`src/rtl/dpc_map.svh`:
```
// Purpose: register offsets, field positions and reset values of the
//          pin configuration block
// Assumes: byte-wide register port with 8-bit addresses
// Notes:   definitions only
`ifndef DPC_MAP_SVH
`define DPC_MAP_SVH

// register offsets
`define DPC_OFS_PINS_ONE_TWO   8'h1e
`define DPC_OFS_PIN_THREE      8'h1f
`define DPC_OFS_PINS_FIVE_SIX  8'h20
`define DPC_OFS_PORT_SELECT    8'h30
`define DPC_OFS_PIN_LEVELS     8'h31

// nibble positions of the two pin groups in a register
`define DPC_GRP_LO             0
`define DPC_GRP_HI             4
`define DPC_GRP_W              4

// bit of second_port_select in its register
`define DPC_PSEL_BIT           0

// writable bits of the pin-three register
`define DPC_MASK_PIN_THREE     8'h0f

// reset values
`define DPC_RST_PIN_REG        8'h00
`define DPC_RST_PSEL           1'b0
`define DPC_RST_PINS           8'h00

`endif

```
`src/rtl/dpc_pkg.sv`:
```
// Purpose: types shared by the pin configuration block
// Assumes: nothing
// Notes:   field order of a pin group runs high bit to low
package dpc_pkg;

	// one pin's four-bit configuration group
	typedef struct packed {
		logic level;
		logic remote;
		logic dir;
		logic en;
	} dpc_pin_cfg_t;

	// pin mode, coded as {dir, en}
	typedef enum logic [1:0] {
		DPC_MODE_FUNC   = 2'b00,
		DPC_MODE_SW_OUT = 2'b01,
		DPC_MODE_TRI    = 2'b10,
		DPC_MODE_SW_IN  = 2'b11
	} dpc_mode_t;

	// one register-port request
	typedef struct packed {
		logic [7:0] addr;
		logic [7:0] wdata;
		logic       wr;
		logic       rd;
	} dpc_bus_req_t;

endpackage : dpc_pkg

```
`src/rtl/dpc_top.sv`:
```
// Purpose: general-purpose pin configuration of a link deserializer
// Assumes: remote_i and func_i come from logic on clk_i; pin_in_i from pads
// Notes:   pin index 0..4 = primary pins 1,2,3,5,6; 5..7 = second port 1,2,3
// How it works
// - software level drives pin only in software-output mode, remote off.
// - remote bit set makes pin an output carrying the serializer value.
// - code {dir,en}: 00 functional, 10 tri-state, 01 sw out, 11 input.
// - port select moves pins 1-3 registers onto second-port pins.
// - reset clears all pin registers: functional, remote off, level 0.
//
// Local design decision: strobed register access.
`timescale 1ns/100ps
`default_nettype none
`include "dpc_map.svh"

module dpc_top (
	input  wire logic                 clk_i,
	input  wire logic                 rst_b_i,
	input  wire logic                 ce_i,
	input  wire dpc_pkg::dpc_bus_req_t bus_i,
	output var  logic [7:0]           rd_data_o,
	input  wire logic [7:0]           func_i,
	input  wire logic [7:0]           remote_i,
	input  wire logic [7:0]           pin_in_i,
	output var  logic [7:0]           pin_out_o,
	output var  logic [7:0]           pin_oe_o,
	output var  logic                 second_port_select_o
);
	import dpc_pkg::*;

	localparam int NPINS = 8;

	logic [7:0] pins_one_two_control;
	logic [7:0] pin_three_control;
	logic [7:0] pins_five_six_control;
	logic       second_port_select;
	logic [7:0] pin_sync1;
	logic [7:0] pin_sync2;

	// address decode
	wire logic hit_12  = bus_i.addr == `DPC_OFS_PINS_ONE_TWO;
	wire logic hit_3   = bus_i.addr == `DPC_OFS_PIN_THREE;
	wire logic hit_56  = bus_i.addr == `DPC_OFS_PINS_FIVE_SIX;
	wire logic hit_ps  = bus_i.addr == `DPC_OFS_PORT_SELECT;
	wire logic hit_lvl = bus_i.addr == `DPC_OFS_PIN_LEVELS;

	wire logic wr_12 = bus_i.wr & hit_12;
	wire logic wr_3  = bus_i.wr & hit_3;
	wire logic wr_56 = bus_i.wr & hit_56;
	wire logic wr_ps = bus_i.wr & hit_ps;

	// read selection; unmapped offsets read zero
	wire logic [7:0] psel_word =
		8'(second_port_select) << `DPC_PSEL_BIT;
	wire logic [7:0] rd_mux =
		hit_12  ? pins_one_two_control :
		hit_3   ? pin_three_control :
		hit_56  ? pins_five_six_control :
		hit_ps  ? psel_word :
		hit_lvl ? pin_sync2 : 8'h00;
	wire logic [7:0] next_rd_data = bus_i.rd ? rd_mux : 8'h00;

	// pin groups of each register
	wire dpc_pin_cfg_t cfg_one = dpc_pin_cfg_t'(
		pins_one_two_control[`DPC_GRP_LO +: `DPC_GRP_W]);
	wire dpc_pin_cfg_t cfg_two = dpc_pin_cfg_t'(
		pins_one_two_control[`DPC_GRP_HI +: `DPC_GRP_W]);
	wire dpc_pin_cfg_t cfg_three = dpc_pin_cfg_t'(
		pin_three_control[`DPC_GRP_LO +: `DPC_GRP_W]);
	wire dpc_pin_cfg_t cfg_five = dpc_pin_cfg_t'(
		pins_five_six_control[`DPC_GRP_LO +: `DPC_GRP_W]);
	wire dpc_pin_cfg_t cfg_six = dpc_pin_cfg_t'(
		pins_five_six_control[`DPC_GRP_HI +: `DPC_GRP_W]);
	wire dpc_pin_cfg_t cfg_off = dpc_pin_cfg_t'(4'h0);

	// steering of pins 1-3 groups between the two ports
	wire dpc_pin_cfg_t pin_cfg [NPINS];
	assign pin_cfg[0] = second_port_select ? cfg_off : cfg_one;
	assign pin_cfg[1] = second_port_select ? cfg_off : cfg_two;
	assign pin_cfg[2] = second_port_select ? cfg_off : cfg_three;
	assign pin_cfg[3] = cfg_five;
	assign pin_cfg[4] = cfg_six;
	assign pin_cfg[5] = second_port_select ? cfg_one : cfg_off;
	assign pin_cfg[6] = second_port_select ? cfg_two : cfg_off;
	assign pin_cfg[7] = second_port_select ? cfg_three : cfg_off;

	wire logic [7:0] next_pin_out;
	wire logic [7:0] next_pin_oe;

	genvar g;
	generate
		for (g = 0; g < NPINS; g++) begin : g_pin
			wire dpc_mode_t mode = dpc_mode_t'(
				{pin_cfg[g].dir, pin_cfg[g].en});
			wire logic drives = (mode == DPC_MODE_FUNC) |
				(mode == DPC_MODE_SW_OUT);
			wire logic local_val =
				(mode == DPC_MODE_SW_OUT) ? pin_cfg[g].level :
				(mode == DPC_MODE_FUNC) ? func_i[g] : 1'b0;
			// remote control overrides every local mode
			assign next_pin_oe[g] = pin_cfg[g].remote | drives;
			assign next_pin_out[g] = pin_cfg[g].remote ?
				remote_i[g] : local_val;
		end
	endgenerate

	// register writes
	always_ff @(posedge clk_i or negedge rst_b_i) begin
		if (!rst_b_i) begin
			pins_one_two_control  <= `DPC_RST_PIN_REG;
			pin_three_control     <= `DPC_RST_PIN_REG;
			pins_five_six_control <= `DPC_RST_PIN_REG;
			second_port_select    <= `DPC_RST_PSEL;
		end else if (ce_i) begin
			if (wr_12)
				pins_one_two_control <= bus_i.wdata;
			if (wr_3)
				pin_three_control <=
					bus_i.wdata & `DPC_MASK_PIN_THREE;
			if (wr_56)
				pins_five_six_control <= bus_i.wdata;
			if (wr_ps)
				second_port_select <= bus_i.wdata[`DPC_PSEL_BIT];
		end
	end

	// pad input synchroniser
	always_ff @(posedge clk_i or negedge rst_b_i) begin
		if (!rst_b_i) begin
			pin_sync1 <= `DPC_RST_PINS;
			pin_sync2 <= `DPC_RST_PINS;
		end else if (ce_i) begin
			pin_sync1 <= pin_in_i;
			pin_sync2 <= pin_sync1;
		end
	end

	// registered outputs
	always_ff @(posedge clk_i or negedge rst_b_i) begin
		if (!rst_b_i) begin
			rd_data_o            <= 8'h00;
			pin_out_o            <= `DPC_RST_PINS;
			pin_oe_o             <= `DPC_RST_PINS;
			second_port_select_o <= `DPC_RST_PSEL;
		end else if (ce_i) begin
			rd_data_o            <= next_rd_data;
			pin_out_o            <= next_pin_out;
			pin_oe_o             <= next_pin_oe;
			second_port_select_o <= second_port_select;
		end
	end

endmodule : dpc_top
`default_nettype wire

```
`config.mk`:
```
export PLATFORM = sky130hd
export DESIGN_NAME = dpc_top
export DESIGN_NICKNAME = d
export VERILOG_FILES = /design/src/rtl/dpc_pkg.sv /design/src/rtl/dpc_top.sv
export VERILOG_INCLUDE_DIRS = /design/src /design/src/rtl
export SDC_FILE = /design/constraint.sdc
export NUM_CORES = 1
export LEC_CHECK = 0
export BUFFER_PORTS_ARGS = -buffer_cell sky130_fd_sc_hd__buf_2
export CAP_MARGIN = 20
export CORE_MARGIN = 4
export CORE_UTILIZATION = 28
export DETAILED_ROUTE_END_ITERATION = 16
export GPL_TIMING_DRIVEN = 0
export PLACE_DENSITY = 0.52
export SLEW_MARGIN = 20
export SYNTH_ARGS = -nofsm -noshare
export SYNTH_HDL_FRONTEND = slang
export SYNTH_SLANG_ARGS = --single-unit
```
`constraint.sdc`:
```
create_clock -name clk_i -period 2 [get_ports clk_i]
set_input_delay 0.4 -clock clk_i [delete_from_list [all_inputs] [get_ports clk_i]]
set_output_delay 0.4 -clock clk_i [all_outputs]
set_load 0.02 [all_outputs]
```
# Word level (Yosys, flattened, before mapping)

Cells that the tools add are included.
W data, S select, Z words.

Add/sub/neg operators: 0
Multipliers: 0
Divide/modulo/power cells: 0
Magnitude comparators: 0
Eq/ne operators: 13
Shifts and indexed selects: 0
Muxes and demuxes: 36
Bitwise gates (word level): 20
Reduce and logical (&&, ||, !) cells: 12

Operators by type and width:

| operator             | number |
|---|---|
| $mux W8              | 6 |
| $eq A8 B6 Y1 const B | 3 |
| $mux W1              | 24 |
| $mux W4              | 6 |
| $eq A2 B1 Y1 const B | 8 |
| $eq A8 B5 Y1 const B | 2 |
| $logic_not A2 Y1     | 8 |
| $or A1 B1 Y1         | 16 |
| $reduce_and A2 Y1    | 4 |
| $and A1 B1 Y1        | 4 |

Flip-flop bits (word level): 62
Latch bits: 0
Memory bits (writable): 0
ROM bits: 0
Bits of input ports: 45
Logic and storage cells: 91
Memories kept: 0

# Longest topological paths before layout

Depth in word-level cells: 7
Gate-level depth with buffers: 5

# Worst setup path before layout

OpenSTA, ideal clock, no wires.

Path kind: input port to flip-flop
From: input port bus_i[15] (netlist bit)
To: register pins_one_two_control[0]
Arrival time: 1.736 ns
Required time: 1.875 ns
Path slack: 0.139 ns
Cell stages on the path: 4
Path buffers: 1
Cell sequence: or4b_4 -> buf_6 -> nor3_4 -> mux2_2

Longest elaborated chain between the ends: 3

Ends and longest elaborated chain:

| element                     | RTL line       | text |
|---|---|---|
| from (decl)                 | dpc_top.sv:20  | `input wire dpc_pkg::dpc_bus_req_t bus_i,` |
| $eq A8 B5 Y1 (no line)      | n/a            |  |
| $and A1 B1 Y1               | dpc_top.sv:47  | `wire logic wr_12 = bus_i.wr & hit_12;` |
| $reduce_and A2 Y1 (no line) | n/a            |  |
| to (signal assigned)        | dpc_top.sv:110 | `` pins_one_two_control <= `DPC_RST_PIN_REG; `` |
| to (signal assigned)        | dpc_top.sv:116 | `pins_one_two_control <= bus_i.wdata;` |
| to (decl)                   | dpc_top.sv:33  | `logic [7:0] pins_one_two_control;` |

Every way passes these cells.
A chain may end at the register's enable or synchronous reset.

# Worst setup path in the final report

From: input port bus_i[15] (netlist bit)
To: register pins_one_two_control[4]

The elaborated chain is that of the path after synthesis.

==> impl_metrics.csv <==
group,metric,value,unit
setup_path,path_cells,"buf_2 > or4b_4 > buf_6 > nor3_4 > mux2_2",
clock_tree,post_cts_resize_count,0,
floorplanning,pin_count,70,
timing,fmaxAchievable,0.558,GHz
route,average_via_count_per_standard_cell,4.87,
global_route,met2_usage,22.0,%
floorplanning,design.core.area,10400,um2
floorplanning,die_h,111,um
setup_path,critical_path_peak_fanout,8,
layout,layout.nets,387,
global_route,global_route.peak_usage_layer,"met2",
layout,layout-drive-gt1-share,37.5,%
layout,fin_util,36.4,%
global_route,grt_pass1_wl,13200,um
synthesis,synth.ff_latch_count,62,
synthesis,gate_count_of_the_mapped_netlist,260,
outcome,result_of_the_run,"completed",
synthesis,synthTopCellsByArea,"sky130_fd_sc_hd__dfrtp_1 52%, sky130_fd_sc_hd__mux2_2 15%, sky130_fd_sc_hd__nor2b_1 2.5%, sky130_fd_sc_hd__nor2_1 2.4%, sky130_fd_sc_hd__a31oi_1 2.3%",
clock_tree,htreeDepth,3,
setup_path,crit_buf_inv,2,
global_route,grt_overall_usage,13.6,%
timing,tightest_slew,1.13,ns
timing,grt_setup_unrepaired,"false",
timing,finalHoldViolations,0,
clock_tree,tritoncts,"yes",
global_route,global_route.overflow_total,0,
route,wl_per_cell,16.7,um
synthesis,synthTopCellsByCount,"62 x sky130_fd_sc_hd__dfrtp_1, 39 x sky130_fd_sc_hd__mux2_2, 19 x sky130_fd_sc_hd__nor2_1",
route,drt-initial-drc-count,99,
placement,port_buffers,69,
synthesis,synth_top_area_share,51.8,%
setup_path,max_stage_delay,0.53,ns
placement,dp.final_hpwl,6130,um
global_route,vias_in_the_first_global_route,2519,
placement,placed_cell_area,3530,um2
route,drc,0,
setup_path,crit_required,2.23,ns
setup_path,critical-path-slowest-cell,"sky130_fd_sc_hd__or4b_4",
timing,layout_min_cycle_time,1.79,ns
setup_path,path_delay_family,"simple AND/OR/NAND/NOR gates",
synthesis,count_of_distinct_cell_types_in_the_synthesized_netlist,36,
clock_tree,post_cts.repair.setup_buffers,0,
clock_tree,buffer_cell_driving_the_clock_tree_root,"sky130_fd_sc_hd__clkbuf_8",
global_route,gr-usage-met3,3.53,%
synthesis,yosysTopAreaCell,"sky130_fd_sc_hd__dfrtp_1",
synthesis,synth_area,2990,um2
synthesis,synth.net_count,305,
global_route,grt_start_max_net_pins,41,
timing,holdWs,0.286,ns
clock_tree,cts.clk_slew.worst_paths,0.07,ns
setup_path,critPathLaunchType,"input port",
floorplanning,initial_utilization,28.9,%
route,routed-via-count,2352,
synthesis,yosys_warnings,0,
floorplanning,fp.dieW,111,um
synthesis,postSynthAreaPerCell,11.5,um2
route,drt_pass1_iterations,4,
power_and_ir_drop,power.ir.vdd_worst,0.000331,V
floorplanning,row_count,37,
clock_tree,total_clock_buffers_created_by_cts,9,
run,max_cap_violations,0,
timing,setup_viol,0,
clock_tree,source_to_sink_clock_delay_at_the_later_pin_of_the_worst_skew_pair,0.35,ns
placement,gp_congestion,0.770,
layout,design_area,3770,um2
timing,slew_violations,0,
route,totalWireLength,8060,um
setup_path,timing_worst_setup_path_type,"input port to register",
synthesis,synth_sequential_area_ratio,51.8,%
synthesis,postSynth.asyncResetShare,100,%
power_and_ir_drop,power-per-cell-area,786,nW/um2
global_route,number_of_antenna_violations_at_the_first_check_in_global_routing,0,
global_route,met1_usage,17.1,%
clock_tree,clock-sinks,62,
synthesis,synthMostInstantiatedCell,"sky130_fd_sc_hd__dfrtp_1",
clock_tree,ctsLongestPathBuffers,2,
setup_path,reg2reg_slack,0.37,ns
floorplanning,die-area,12400,um2
synthesis,synth-edff-count,0,
setup_path,worstPathArrival,2.02,ns
clock_tree,cts.hold.buffers_added,1,
power_and_ir_drop,leakage,1.70,nW
synthesis,ys_dominant_reg_cell,"sky130_fd_sc_hd__dfrtp_1",
timing,finalClockSkew,0.00633,ns
worst_hold_path,hold_class,"input port to register",
route,route.antenna.remaining_nets,0,
timing,max_slew_headroom,23.7,%
setup_path,timing.critical_path.to_type,"register",
timing,min_period_over_period,89.5,%
layout,area_growth_from_synthesis_to_final_layout,26.1,%
layout,insertedDiodeCount,0,
[path summary, 6_finish.rpt]
check / startpoint / end / depth (start not counted)
setup / recovery: bus_i[15] / pins_one_two_control[4]$_DFFE_PN0P_ / 5
hold / removal: pin_in_i[6] / pin_sync1[6]$_DFFE_PN0P_ / 2
setup reg to reg: second_port_select$_DFFE_PN0P_ / pin_out_o[7]$_DFFE_PN0P_ / 4
hold reg to reg: pin_out_o[4]$_DFFE_PN0P_ / pin_out_o[4]$_DFFE_PN0P_ / 1
max in group asynchronous: rst_b_i / pin_out_o[7]$_DFFE_PN0P_ / 3
min in group asynchronous: rst_b_i / pin_sync1[5]$_DFFE_PN0P_ / 2
[metrics by stage]
stage	instances	total power, W	setup TNS (ns)	setup WS, ns
floorplan	260	0.00155	0	0.139
global placement	465	0.00169	-2.43	-0.153
detailed placement	466	0.00171	-2.36	-0.150
CTS	483	0.00301	0	0.217
global route	483	0.00311	0	0.0730
finish	483	0.00297	0	0.209
[final cells by class]
class                   instances  area, um2
repair buffers                 71        378
clock buffers                  13        169
clock inverters                 3       65.1
inverters                       4       15.0
flip-flops and latches         62       1550
multi-input cells             180       1370
fillers                      1063       6600
plain buffers                  14       60.1
well taps                     136        170
[kinds of logic (layout without fill, tap and decap cells)]
group / after synthesis / after routing / synth area share (%)
AND/OR/NAND/NOR: 93 / 93 / 19.6
flip-flops: 62 / 62 / 51.8
AO/OA/AOI/OAI: 46 / 46 / 10.7
multiplexers: 41 / 41 / 15.3
buffers and inverters: 18 / 105 / 2.51
[per-layer routing]
| metal | up-vias | wire length, um |
|---|---|---|
| met2 | 54 | 3790 |
| li1 | 1130 | - |
| met1 | 1158 | 3730 |
| met3 | 10 | 407 |
| met5 | - | 0 |
| met4 | 0 | 132 |
[placed cells by master (no fill, tap or decap), drive strengths merged, types with 4 or more instances in the layout]
cell type  instances
buf               71
dfrtp             62
mux2              39
clkbuf            26
nor2              19
nor2b             12
a31oi             11
nand3             11
nand2b            10
nand4              8
and3               7
o21ai              7
a21oi              6
and3b              6
nand2              4
inv                4
nor3b              4
o2111ai            4
[worst reg2reg max path, stage by stage, from the launching register on]
cell	delay [ns]
sky130_fd_sc_hd__dfrtp_1	0.45
sky130_fd_sc_hd__clkbuf_1	0.34
sky130_fd_sc_hd__clkbuf_1	0.43
sky130_fd_sc_hd__a31oi_1	0.16
sky130_fd_sc_hd__a31oi_1	0.18
[state kept, by name (all words and copies together) (netlist names)]
signal / flops
pin_oe_o: 8
pin_out_o: 8
pin_sync1: 8
pin_sync2: 8
pin_three_control: 4
pins_five_six_control: 8
pins_one_two_control: 8
rd_data_o: 8
second_port_select: 1
second_port_select_o: 1
[where the power goes]
part	leakage, nW	internal (W)	total, W	switching [W]
clock network	0.120	0.000802	0.00129	0.000487
registers	0.761	0.00132	0.00137	0.0000458
logic	0.818	0.000138	0.000309	0.000171
Power figures use the tool's default switching activity.
